**config.mk**
```make
export PLATFORM = sky130hd
export DESIGN_NAME = egress_qos_queue_scheduler
export DESIGN_NICKNAME = d
export VERILOG_FILES = /design/src/core/qos_sched_pkg.sv /design/src/core/egress_qos_queue_scheduler.sv
export SDC_FILE = /design/constraint.sdc
export NUM_CORES = 1
export LEC_CHECK = 0
export BUFFER_PORTS_ARGS = -buffer_cell sky130_fd_sc_hd__buf_2
export CELL_PAD_IN_SITES_DETAIL_PLACEMENT = 1
export CELL_PAD_IN_SITES_GLOBAL_PLACEMENT = 2
export CORE_ASPECT_RATIO = 0.8
export CORE_UTILIZATION = 35
export CTS_BUF_LIST = sky130_fd_sc_hd__clkbuf_4 sky130_fd_sc_hd__clkbuf_8 sky130_fd_sc_hd__clkbuf_16
export DETAILED_ROUTE_END_ITERATION = 10
export GPL_TIMING_DRIVEN = 0
export PLACE_DENSITY_LB_ADDON = 0.1
export REMOVE_ABC_BUFFERS = 1
export SLEW_MARGIN = 10
export SYNTH_ARGS = -nofsm -noshare
export SYNTH_HDL_FRONTEND = slang
export SYNTH_SLANG_ARGS = --single-unit
```
**constraint.sdc**
```tcl
create_clock -name aclk -period 12.35 [get_ports aclk]
set_input_delay 0.6175 -clock aclk [delete_from_list [all_inputs] [get_ports aclk]]
set_output_delay 0.6175 -clock aclk [all_outputs]
set_load 0.005 [all_outputs]
```
**src/core/qos_sched_pkg.sv**
```systemverilog
package qos_sched_pkg;
    localparam int unsigned NUM_Q = 4;
    localparam int unsigned Q_DEPTH = 4;
    localparam int unsigned NUM_PORTS = 8;
    localparam int unsigned DATA_W = 32;
    localparam int unsigned SEQ_W = 6;
    localparam int unsigned BUF_DEPTH = 2;

    // register byte addresses
    localparam logic [7:0] ADDR_MODE = 8'h00;
    localparam logic [7:0] ADDR_WEIGHT = 8'h04;
    localparam logic [7:0] ADDR_MAP = 8'h08;
    localparam logic [7:0] ADDR_PORT_PRI = 8'h0C;
    localparam logic [7:0] ADDR_STATUS = 8'h10;

    typedef enum logic [1:0] {
        MODE_FCFS = 2'b00,
        MODE_STRICT = 2'b01,
        MODE_WRR = 2'b10
    } sched_mode_t;

    // queue index 3 is highest, 0 lowest
    localparam logic [1:0] Q_LOWEST = 2'h0;
    localparam logic [1:0] Q_HIGHEST = 2'h3;

    localparam sched_mode_t MODE_RST = MODE_WRR;
    localparam logic [15:0] WEIGHT_RST = 16'h8421;
    localparam logic [15:0] MAP_RST = 16'hFA50;
    localparam logic [3:0] PORT_PRI_RST = 4'h0;

    // port priority command fields and status buffer count position
    localparam int unsigned PP_EN_BIT = 3;
    localparam int unsigned PP_PORT_LSB = 4;
    localparam int unsigned PP_SEL_BIT = 7;
    localparam int unsigned STAT_BUF_LSB = 16;

    localparam logic [1:0] RESP_OKAY = 2'h0;
    localparam logic [1:0] RESP_DECERR = 2'h3;
endpackage : qos_sched_pkg

```
**src/core/egress_qos_queue_scheduler.sv**
```systemverilog
`timescale 1ns/1ps
module egress_qos_queue_scheduler
    import qos_sched_pkg::*;
(
    // clock and reset
    input wire logic aclk,
    input wire logic aresetn,
    // register bus
    input wire logic [7:0] s_axi_awaddr,
    input wire logic s_axi_awvalid,
    output logic s_axi_awready,
    input wire logic [31:0] s_axi_wdata,
    input wire logic [3:0] s_axi_wstrb,
    input wire logic s_axi_wvalid,
    output logic s_axi_wready,
    output logic [1:0] s_axi_bresp,
    output logic s_axi_bvalid,
    input wire logic s_axi_bready,
    input wire logic [7:0] s_axi_araddr,
    input wire logic s_axi_arvalid,
    output logic s_axi_arready,
    output logic [31:0] s_axi_rdata,
    output logic [1:0] s_axi_rresp,
    output logic s_axi_rvalid,
    input wire logic s_axi_rready,
    // packets from forwarding engine
    input wire logic in_valid,
    output logic in_ready,
    input wire logic [DATA_W-1:0] in_data,
    input wire logic in_tagged,
    input wire logic [2:0] in_tag_pri,
    input wire logic [2:0] in_port,
    // packets to transmit MAC
    output logic out_valid,
    input wire logic out_ready,
    output logic [DATA_W-1:0] out_data,
    output logic [1:0] out_queue
);
    sched_mode_t mode_r;
    logic [15:0] weight_r, map_r;
    logic [3:0] port_pri_r [NUM_PORTS];
    logic aw_held_r, w_held_r, bvalid_r, rvalid_r;
    logic [7:0] awaddr_r;
    logic [31:0] wdata_r, rdata_r, rdata_nxt, wmask;
    logic [3:0] wstrb_r;
    logic [1:0] bresp_r, rresp_r, rresp_nxt;
    logic wr_do;
    logic [DATA_W-1:0] q_data [NUM_Q][Q_DEPTH];
    logic [SEQ_W-1:0] q_seq [NUM_Q][Q_DEPTH];
    logic [1:0] q_wp_r [NUM_Q];
    logic [1:0] q_rp_r [NUM_Q];
    logic [2:0] q_cnt_r [NUM_Q];
    logic [SEQ_W-1:0] q_age [NUM_Q];
    logic [NUM_Q-1:0] q_busy;
    logic [SEQ_W-1:0] seq_r;
    logic [2:0] in_pri;
    logic [1:0] enq_q, sel_q, cur_r, idx;
    logic enq_fire, deq_fire, sel_valid, sel_fresh;
    logic [3:0] cnt_r;
    logic [DATA_W-1:0] buf_data [BUF_DEPTH];
    logic [1:0] buf_qid [BUF_DEPTH];
    logic buf_wp_r, buf_rp_r, buf_in_ready;
    logic [1:0] buf_cnt_r;

    // register bus slave
    assign s_axi_awready = !aw_held_r;
    assign s_axi_wready = !w_held_r;
    assign s_axi_bvalid = bvalid_r;
    assign s_axi_bresp = bresp_r;
    assign s_axi_arready = !rvalid_r;
    assign s_axi_rvalid = rvalid_r;
    assign s_axi_rdata = rdata_r;
    assign s_axi_rresp = rresp_r;
    assign wr_do = aw_held_r && w_held_r && !bvalid_r;
    always_comb begin
        for (int b = 0; b < 4; b++) begin
            wmask[b*8 +: 8] = {8{wstrb_r[b]}};
        end
    end

    always_ff @(posedge aclk) begin
        if (!aresetn) begin
            aw_held_r <= 1'b0;
            w_held_r <= 1'b0;
            awaddr_r <= 8'h00;
            wdata_r <= 32'h0000_0000;
            wstrb_r <= 4'h0;
            bvalid_r <= 1'b0;
            bresp_r <= RESP_OKAY;
        end else begin
            if (s_axi_awvalid && !aw_held_r) begin
                aw_held_r <= 1'b1;
                awaddr_r <= s_axi_awaddr;
            end
            if (s_axi_wvalid && !w_held_r) begin
                w_held_r <= 1'b1;
                wdata_r <= s_axi_wdata;
                wstrb_r <= s_axi_wstrb;
            end
            if (wr_do) begin
                aw_held_r <= 1'b0;
                w_held_r <= 1'b0;
                bvalid_r <= 1'b1;
                bresp_r <= (awaddr_r > ADDR_STATUS || awaddr_r[1:0] != 2'h0)
                    ? RESP_DECERR : RESP_OKAY;
            end else if (s_axi_bready) begin
                bvalid_r <= 1'b0;
            end
        end
    end

    // configuration registers
    always_ff @(posedge aclk) begin
        if (!aresetn) begin
            mode_r <= MODE_RST;
            weight_r <= WEIGHT_RST;
            map_r <= MAP_RST;
        end else if (wr_do) begin
            if (awaddr_r == ADDR_MODE && wstrb_r[0]
                    && s_axi_wdata_ok(wdata_r[1:0])) begin
                mode_r <= sched_mode_t'(wdata_r[1:0]);
            end
            if (awaddr_r == ADDR_WEIGHT) begin
                weight_r <= (weight_r & ~wmask[15:0])
                    | (wdata_r[15:0] & wmask[15:0]);
            end
            if (awaddr_r == ADDR_MAP) begin
                map_r <= (map_r & ~wmask[15:0])
                    | (wdata_r[15:0] & wmask[15:0]);
            end
        end
    end

    function automatic logic s_axi_wdata_ok(input logic [1:0] m);
        return m != 2'b11;
    endfunction : s_axi_wdata_ok

    // static ingress priority per port
    for (genvar p = 0; p < NUM_PORTS; p++) begin : g_port
        always_ff @(posedge aclk) begin
            if (!aresetn) begin
                port_pri_r[p] <= PORT_PRI_RST;
            end else if (wr_do && awaddr_r == ADDR_PORT_PRI && wstrb_r[0]
                    && (!wdata_r[PP_SEL_BIT]
                    || wdata_r[PP_PORT_LSB +: 3] == 3'(p))) begin
                port_pri_r[p] <= wdata_r[3:0];
            end
        end
    end

    always_comb begin
        rdata_nxt = 32'h0000_0000;
        rresp_nxt = RESP_OKAY;
        case (s_axi_araddr)
            ADDR_MODE: rdata_nxt[1:0] = mode_r;
            ADDR_WEIGHT: rdata_nxt[15:0] = weight_r;
            ADDR_MAP: rdata_nxt[15:0] = map_r;
            ADDR_PORT_PRI: begin
                for (int p = 0; p < NUM_PORTS; p++) begin
                    rdata_nxt[p*4 +: 4] = port_pri_r[p];
                end
            end
            ADDR_STATUS: begin
                for (int q = 0; q < NUM_Q; q++) begin
                    rdata_nxt[q*4 +: 3] = q_cnt_r[q];
                end
                rdata_nxt[STAT_BUF_LSB +: 2] = buf_cnt_r;
            end
            default: rresp_nxt = RESP_DECERR;
        endcase
    end

    always_ff @(posedge aclk) begin
        if (!aresetn) begin
            rvalid_r <= 1'b0;
            rdata_r <= 32'h0000_0000;
            rresp_r <= RESP_OKAY;
        end else if (s_axi_arvalid && !rvalid_r) begin
            rvalid_r <= 1'b1;
            rdata_r <= rdata_nxt;
            rresp_r <= rresp_nxt;
        end else if (s_axi_rready) begin
            rvalid_r <= 1'b0;
        end
    end

    // classification
    always_comb begin
        if (in_tagged) begin
            in_pri = in_tag_pri;
        end else if (port_pri_r[in_port][PP_EN_BIT]) begin
            in_pri = port_pri_r[in_port][2:0];
        end else begin
            in_pri = 3'h0;
        end
    end
    assign enq_q = map_r[{in_pri, 1'b0} +: 2];
    assign in_ready = q_cnt_r[enq_q] != 3'(Q_DEPTH);
    assign enq_fire = in_valid && in_ready;

    always_ff @(posedge aclk) begin
        if (!aresetn) begin
            seq_r <= '0;
        end else if (enq_fire) begin
            seq_r <= seq_r + 1'b1;
        end
    end

    // transmit queues
    for (genvar g = 0; g < NUM_Q; g++) begin : g_queue
        always_ff @(posedge aclk) begin
            if (!aresetn) begin
                q_wp_r[g] <= 2'h0;
                q_rp_r[g] <= 2'h0;
                q_cnt_r[g] <= 3'h0;
            end else begin
                if (enq_fire && enq_q == 2'(g)) begin
                    q_wp_r[g] <= q_wp_r[g] + 1'b1;
                end
                if (deq_fire && sel_q == 2'(g)) begin
                    q_rp_r[g] <= q_rp_r[g] + 1'b1;
                end
                q_cnt_r[g] <= q_cnt_r[g]
                    + 3'(enq_fire && enq_q == 2'(g))
                    - 3'(deq_fire && sel_q == 2'(g));
            end
        end
        always_ff @(posedge aclk) begin
            if (enq_fire && enq_q == 2'(g)) begin
                q_data[g][q_wp_r[g]] <= in_data;
                q_seq[g][q_wp_r[g]] <= seq_r;
            end
        end
        assign q_busy[g] = q_cnt_r[g] != 3'h0;
        assign q_age[g] = seq_r - q_seq[g][q_rp_r[g]];
    end

    // service selection
    always_comb begin
        sel_valid = 1'b0;
        sel_q = Q_LOWEST;
        sel_fresh = 1'b0;
        idx = 2'h0;
        case (mode_r)
            MODE_FCFS: begin
                for (int i = 0; i < NUM_Q; i++) begin
                    if (q_busy[i]
                            && (!sel_valid || q_age[i] > q_age[sel_q])) begin
                        sel_valid = 1'b1;
                        sel_q = 2'(i);
                    end
                end
            end
            MODE_STRICT: begin
                for (int i = 0; i < NUM_Q; i++) begin
                    if (q_busy[i]) begin
                        sel_valid = 1'b1;
                        sel_q = 2'(i);
                    end
                end
            end
            MODE_WRR: begin
                if (q_busy[cur_r]
                        && cnt_r < weight_r[{cur_r, 2'b00} +: 4]) begin
                    sel_valid = 1'b1;
                    sel_q = cur_r;
                end else begin
                    for (int k = 1; k <= NUM_Q; k++) begin
                        idx = cur_r - 2'(k);
                        if (!sel_valid && q_busy[idx]) begin
                            sel_valid = 1'b1;
                            sel_fresh = 1'b1;
                            sel_q = idx;
                        end
                    end
                end
            end
            default: sel_valid = 1'b0;
        endcase
    end
    assign deq_fire = sel_valid && buf_in_ready;

    always_ff @(posedge aclk) begin
        if (!aresetn) begin
            cur_r <= Q_HIGHEST;
            cnt_r <= 4'h0;
        end else if (deq_fire && mode_r == MODE_WRR) begin
            if (sel_fresh) begin
                cur_r <= sel_q;
                cnt_r <= 4'h1;
            end else begin
                cnt_r <= cnt_r + 1'b1;
            end
        end
    end

    // two-entry output buffer
    assign buf_in_ready = buf_cnt_r != 2'(BUF_DEPTH);
    assign out_valid = buf_cnt_r != 2'h0;
    assign out_data = buf_data[buf_rp_r];
    assign out_queue = buf_qid[buf_rp_r];
    always_ff @(posedge aclk) begin
        if (!aresetn) begin
            buf_wp_r <= 1'b0;
            buf_rp_r <= 1'b0;
            buf_cnt_r <= 2'h0;
        end else begin
            if (deq_fire) begin
                buf_wp_r <= !buf_wp_r;
            end
            if (out_valid && out_ready) begin
                buf_rp_r <= !buf_rp_r;
            end
            buf_cnt_r <= buf_cnt_r + 2'(deq_fire) - 2'(out_valid && out_ready);
        end
    end
    always_ff @(posedge aclk) begin
        if (deq_fire) begin
            buf_data[buf_wp_r] <= q_data[sel_q][q_rp_r[sel_q]];
            buf_qid[buf_wp_r] <= sel_q;
        end
    end
endmodule : egress_qos_queue_scheduler

```
Word level (Yosys, flattened, before mapping)

Memory sizes are Yosys's and may differ from the RTL's. A register that Yosys moved wholly into a read port is not among the register bits.
Index checks and enable logic that the tools add are counted.

Register bits after elaboration: 116
Bits in latches: 0
RAM bits: 736
ROM bits: 0
Input bits: 100
Word-level logic and storage cells: 448
Memories: 8

Add/sub/neg operators: 27
Multipliers: 0
Divide/modulo/power cells: 0
$lt $le $gt $ge: 25
Equality and inequality tests: 25
Shift operators: 2
Mux-type cells: 212
Bitwise gates (word level): 39
Reduce and logical (&&, ||, !) cells: 91

Memories:

| memory      | words | width | rd ports | clocked after Yosys merged registers in | write ports | line                             | text |
|---|---|---|---|---|---|---|---|
| q_data      | 4     | 128   | 1        | 0                                       | 1           | egress_qos_queue_scheduler.sv:48 | `logic [DATA_W-1:0] q_data [NUM_Q][Q_DEPTH];` |
| q_seq       | 4     | 24    | 4        | 0                                       | 1           | egress_qos_queue_scheduler.sv:49 | `logic [SEQ_W-1:0] q_seq [NUM_Q][Q_DEPTH];` |
| buf_data    | 2     | 32    | 1        | 1                                       | 1           | egress_qos_queue_scheduler.sv:60 | `logic [DATA_W-1:0] buf_data [BUF_DEPTH];` |
| port_pri_r  | 8     | 4     | 9        | 0                                       | 8           | egress_qos_queue_scheduler.sv:41 | `logic [3:0] port_pri_r [NUM_PORTS];` |
| q_cnt_r     | 4     | 3     | 5        | 0                                       | 4           | egress_qos_queue_scheduler.sv:52 | `logic [2:0] q_cnt_r [NUM_Q];` |
| q_rp_r      | 4     | 2     | 5        | 0                                       | 4           | egress_qos_queue_scheduler.sv:51 | `logic [1:0] q_rp_r [NUM_Q];` |
| +2 memories | --    | --    | --       | --                                      | --          | --                               |  |

Operators with widths:

| kind                 | number |
|---|---|
| $mux W128            | 10 |
| $reduce_or A128 Y1   | 3 |
| $demux W32 S2        | 4 |
| $mux W24             | 10 |
| $mux W32             | 6 |
| $mux W6              | 18 |
| $mux W1              | 91 |
| $bmux W6 S2          | 7 |
| $reduce_or A24 Y1    | 3 |
| $bmux W32 S2         | 1 |
| $mux W2              | 29 |
| $and A16 B16 Y16     | 3 |
| $demux W6 S2         | 4 |
| $logic_and A1 B1 Y1  | 40 |
| $ge A3 B3 Y1 const B | 12 |
| $mux W4              | 9 |
| $not A2 Y3           | 12 |
| $pmux W3 S4          | 3 |
| $eq A8 B4 Y1 const B | 4 |
| $or A16 B16 Y16      | 2 |
| $sub A6 B6 Y6        | 4 |
| $or A1 B1 Y1         | 20 |
| $gt A6 B6 Y1         | 3 |
| $mux W3              | 6 |
| other kinds (43)     | 117 |

Longest topological paths before layout

An unclocked memory read counts as a cell.

Depth in word-level cells: 38
Gate-level depth with buffers: 43
Depth with buffers taken out: 40

Worst setup path before layout

OpenSTA, ideal clock, no wires.

Path type: register -> register
From: mem q_rp_r[0][0]
To: mem q_cnt_r[0][2]
Arrival: 8.188 ns
Setup slack: 4.047 ns
Cell stages (with the launch flop): 41
Path buffers: 4
Period minus slack after synthesis: 8.303 ns
Path through: edfxtp_1 -> buf_2 -> mux4_2 -> ha_1 -> inv_1 -> fa_1 -> a21o_1 -> a21oi_1 -> xnor2_1 -> inv_1 -> ha_1 -> mux2i_1 -> a21o_1 -> maj3_2 -> a21oi_1 -> mux2i_1 -> ha_1 -> and3_1 -> [5 not listed] -> a21oi_1 -> ha_1 -> a21o_1 -> a21o_1 -> a221oi_1 -> o21ai_0 -> o31a_1 -> nor2_8 -> clkbuf_1 -> clkbuf_1 -> nand2_1 -> nor2_1 -> ha_1 -> inv_1 -> ha_1 -> fa_1 -> xnor2_1 -> and2_1

RTL lines:

| what            | line |
|---|---|
| start, declared | egress_qos_queue_scheduler.sv:51 |
| end, declared   | egress_qos_queue_scheduler.sv:52 |

==> run summary <==
The total count of max-transition violations in the final report came to 0. The wire length of the first global-routing pass came out at 171,300 um. In this run the clock root is driven by a clkbuf_16. The overall global routing resource usage came out at 21.44%.

The startpoint identified for the worst register-to-register timing path is q_rp_r[1][0]. Max-cap violations in this run came to 0. The element type at the critical path end is a register. Setup violations remaining at the end of the flow were counted as 0. For this run, the number of Yosys warnings is 0. Among all flip-flop cells after synthesis, the most frequent one is edfxtp_1. Setup repair after global routing left no endpoint under its margin.

The most numerous cell type found on the critical path is ha_1. Across the routed clock network, the largest skew measured is 0.03142 ns. The path depth of the worst reg2reg path came out at 34.

The number of distinct library cell variants in the gate-level netlist after synthesis is 65. The number of design-rule violations left by the first detailed-router iteration is around 1,700. The utilization of the core after routing came out at between 40% and 50%. The startpoint identified for the worst hold timing path is s_axi_wvalid. The hold path depth is 3. The total design power came out at around 13,000 uW. The critical path arrival came out at around 12 ns. The floorplan step defined a die boundary enclosing 0.1073 mm2.

The highest net fanout along the worst path came out at 42. Across all layers, the routed design uses about 24,000 vias. The core region is about 0.10 mm2. The filler cell count in the final layout came out at about 11,000. The synthesized design contains between 700 and 800 enable-type register cells.

The number of buffers and inverters on the critical path is 5. The number of buffers inserted for hold repair after clock tree synthesis came out at 0. The fraction of the cycle the final worst path needs is a little over nine tenths. The initial core utilization came out at between 30% and 40%. The number of endpoints with negative hold slack in the final report was 0. The setup total negative slack came out at 0 ns. The number of buffers created by CTS came out at about 90.

After clock tree synthesis, the setup repair step added 0 buffers. Entering global routing, the biggest net connects between 100 and 150 pins. The synthesized netlist occupies a cell area of 0.03710 mm2. The final instance count without filler cells came out at between 4,000 and 5,000.

The per-cell routed wire length came out at approximately 27 um. The placed instance count came out at roughly 4,100. The library cell used most frequently in the layout, excluding fill and tap cells, is edfxtp_1.

The total iterations of the first detailed-routing run is 5. Clock-pin slew was measured on the worst setup and hold paths at 0.06 ns. In this run the horizontal extent of the chip is 366.0 um. The type of the worst min-delay path is input port to register.

The number of antenna violations at the first check in global routing is 7. The cell family contributing the most delay on the critical path is compound AO/OA/AOI/OAI gates. The leakage power is approximately 0.015 uW.

In this run the power density over the cells is 309.7 mW/mm2. Routability-driven placement finished with a final weighted congestion of 0.7544. The delay of the slowest cell on the worst path came out at approximately 0.85 ns.

The antenna violation net count after detailed routing came out at 0. In the final routing, the length of wire on met1 measures roughly 54,000 um. For this run, asynchronously set or reset flops after synthesis account for 0%. After floorplanning, the core was divided into between 100 and 150 placement rows.

The hold-critical path endpoint is w_held_r. The vertical die dimension is approximately 300 um. The maximum number of buffers from clock root to sink came out at 3. In the layout the commonest cells are edfxtp_1, nand2_1, buf_2. The number of buffers inserted by port buffering is around 160.

The worst vdd rail ir drop came out at roughly 0.32 mV. The sequential cell area fraction in the yosys report is 65.46%. The amount of wire on met2 after detailed routing is between 50,000 and 60,000 um. The HPWL after detailed placement came out at roughly 71,000 um. The remaining max-slew budget at the tightest pin came out at between 10% and 20%. The boundary pin count is around 180. The master of the slowest instance on the critical path is mux4_4. TritonCTS built the clock tree. The routed design uses 4659 um of met3 wire. The flip-flop and latch count after synthesis came out at between 800 and 900. The clock sink count is around 850.

The endpoint of the worst-slack reg-to-reg timing path is buf_data[0][26]. After detailed routing, the number of remaining DRC violations is 0. Cells with a size suffix above 1 make up about a fifth of the layout. The run finished with clean final reports. The average cell area after synthesis is between 10 and 15 um2. The kind of critical path is register to register. The mean number of vias per cell is between 5 and 6. The final critical-path required period is roughly 12 ns. The via count of the first global-routing pass came out at ~26,000.

The number of levels the H-tree was split into came out at 3. The synthesized netlist cell count is ~2,700. The required time of the critical path came out at roughly 13 ns.

The repair_antennas step left the layout with diodes totalling 0. The final global-route overflow total came out at 0. The total of cells resized after clock tree synthesis is 0. The post-detailed-routing wire length came out at ~120,000 um. The number of nets in the layout is around 3,000. Derived from the worst setup path, the maximum achievable clock frequency is roughly 0.086 GHz.

The worst setup path is launched from a register. The worst register-to-register path has a setup slack of between 0.6 and 0.7 ns. Compared with the post-synthesis result, the final layout area differs by 16.85%. The clock reaches the later pin of the worst-skew pair after approximately 0.67 ns. At the pin with the least slew margin, the transition time is ~1.3 ns. In this run the top signal layer used is met5.
-- through the flow --
step | setup WS (ns) | area, um2 | hold WS [ns]
floorplan | -2.161 | 36210 | 0.4527
global placement | -14.20 | 38750 | 0.4712
detailed placement | 0.7027 | 40390 | 0.4842
CTS | 0.6638 | 43340 | 0.1465
global route | 0.08773 | 43350 | 0.1874
finish | 0.6830 | 43350 | 0.1912
-- worst max-delay path by stage --
stage          depth (start not counted)         start         endpoint  slack [ns]
6_report                              34  q_rp_r[1][0]  buf_data[0][26]        0.68
5_1_grt                               34  q_rp_r[1][0]  buf_data[0][26]        0.09
4_1_cts                               34  q_rp_r[1][0]  buf_data[0][26]        0.66
3_5_place_dp                          34  q_rp_r[1][0]  buf_data[1][26]        0.70
3_3_place_gp                          31  q_rp_r[1][0]  buf_data[0][26]      -14.20
2_1_floorplan                         15  q_rp_r[1][0]   buf_data[0][0]       -2.16
-- area by class of cell --
| class | count | area, um2 | share of cell area, % |
|---|---|---|---|
| Clock buffer | 128 | 2663 | 6.142 |
| Inverter | 68 | 260.3 | 0.6004 |
| Clock inverter | 37 | 281.5 | 0.6494 |
| Multi-Input combinational cell | 1572 | 11820 | 27.26 |
| Timing Repair Buffer | 228 | 2286 | 5.273 |
| Tap cell | 1404 | 1757 | 4.052 |
| Sequential cell | 851 | 24290 | 56.03 |
-- per-layer routing --
metal,vias to the layer above,GRT usage (%)
li1,10640,-
met1,12410,29.83
met2,477,35.33
met3,163,3.034
met4,6,5.215
met5,-,0
-- worst min-delay path: cells and delay by family --
kind,cells,cell delay (ns)
simple gates,2,0.11
buf+inv,1,0.10
-- report_power, final --
part           internal [uW]  switching, uW  total, uW
Sequential              3650            185       3830
Combinational           2760           4120       6880
Clock                   1560           1150       2710
Total                   7980           5450      13400
-- synthesized netlist by cell type, drive strengths merged (8+ instances only) --
master / instances / area, um2
and2: 74 / 462.9
or3: 8 / 50.05
nor2: 56 / 229.0
nand2: 189 / 709.4
ha: 67 / 838.3
xnor2: 28 / 252.8
xor2: 10 / 87.58
nor3: 27 / 156.4
nor2b: 54 / 337.8
o21ai: 134 / 670.6
fa: 8 / 160.2
o21a: 8 / 60.06
nand4: 71 / 444.2
and3: 47 / 294.0
mux2i: 125 / 1264
a221oi: 98 / 858.3
a21oi: 32 / 160.2
a31oi: 37 / 231.5
inv: 68 / 255.2
mux2: 85 / 957.2
a21o: 14 / 105.1
a21boi: 31 / 244.0
edfxtp: 724 / 21740
clkbuf: 169 / 634.4
buf: 38 / 257.8
nand2b: 11 / 71.32
mux4: 39 / 878.3
a22oi: 82 / 615.6
a222oi: 10 / 100.1
a22o: 32 / 280.3
dfxtp: 127 / 2542
o31ai: 10 / 93.84
nand3: 148 / 740.7
-- sequential cells by signal (all words and copies together), names as in the netlist, 2 cells and up, named ones only --
register and flops:
q_wp_r 8, q_data 512, buf_qid 4, mode_r 2, q_seq 96, cur_r 2
buf_cnt_r 2, buf_data 64, awaddr_r 8, s_axi_rdata 32, wstrb_r 2, port_pri_r 32
wdata_r 16, q_cnt_r 12, seq_r 6, q_rp_r 8, cnt_r 4
-- cell families (layout without fill, tap and decap cells) --
kind of cell	after synthesis	after routing	synth area share, %
XOR/XNOR	38	38	0.9174
AND/OR/NAND/NOR	696	696	9.649
adder cells (fa/ha/maj)	77	77	2.749
AO/OA/AOI/OAI	512	512	9.781
buffers and inverters	275	461	3.093
multiplexers	249	249	8.354
flip-flops	851	851	65.46
Note: power is estimated with default switching activity, not from simulation.
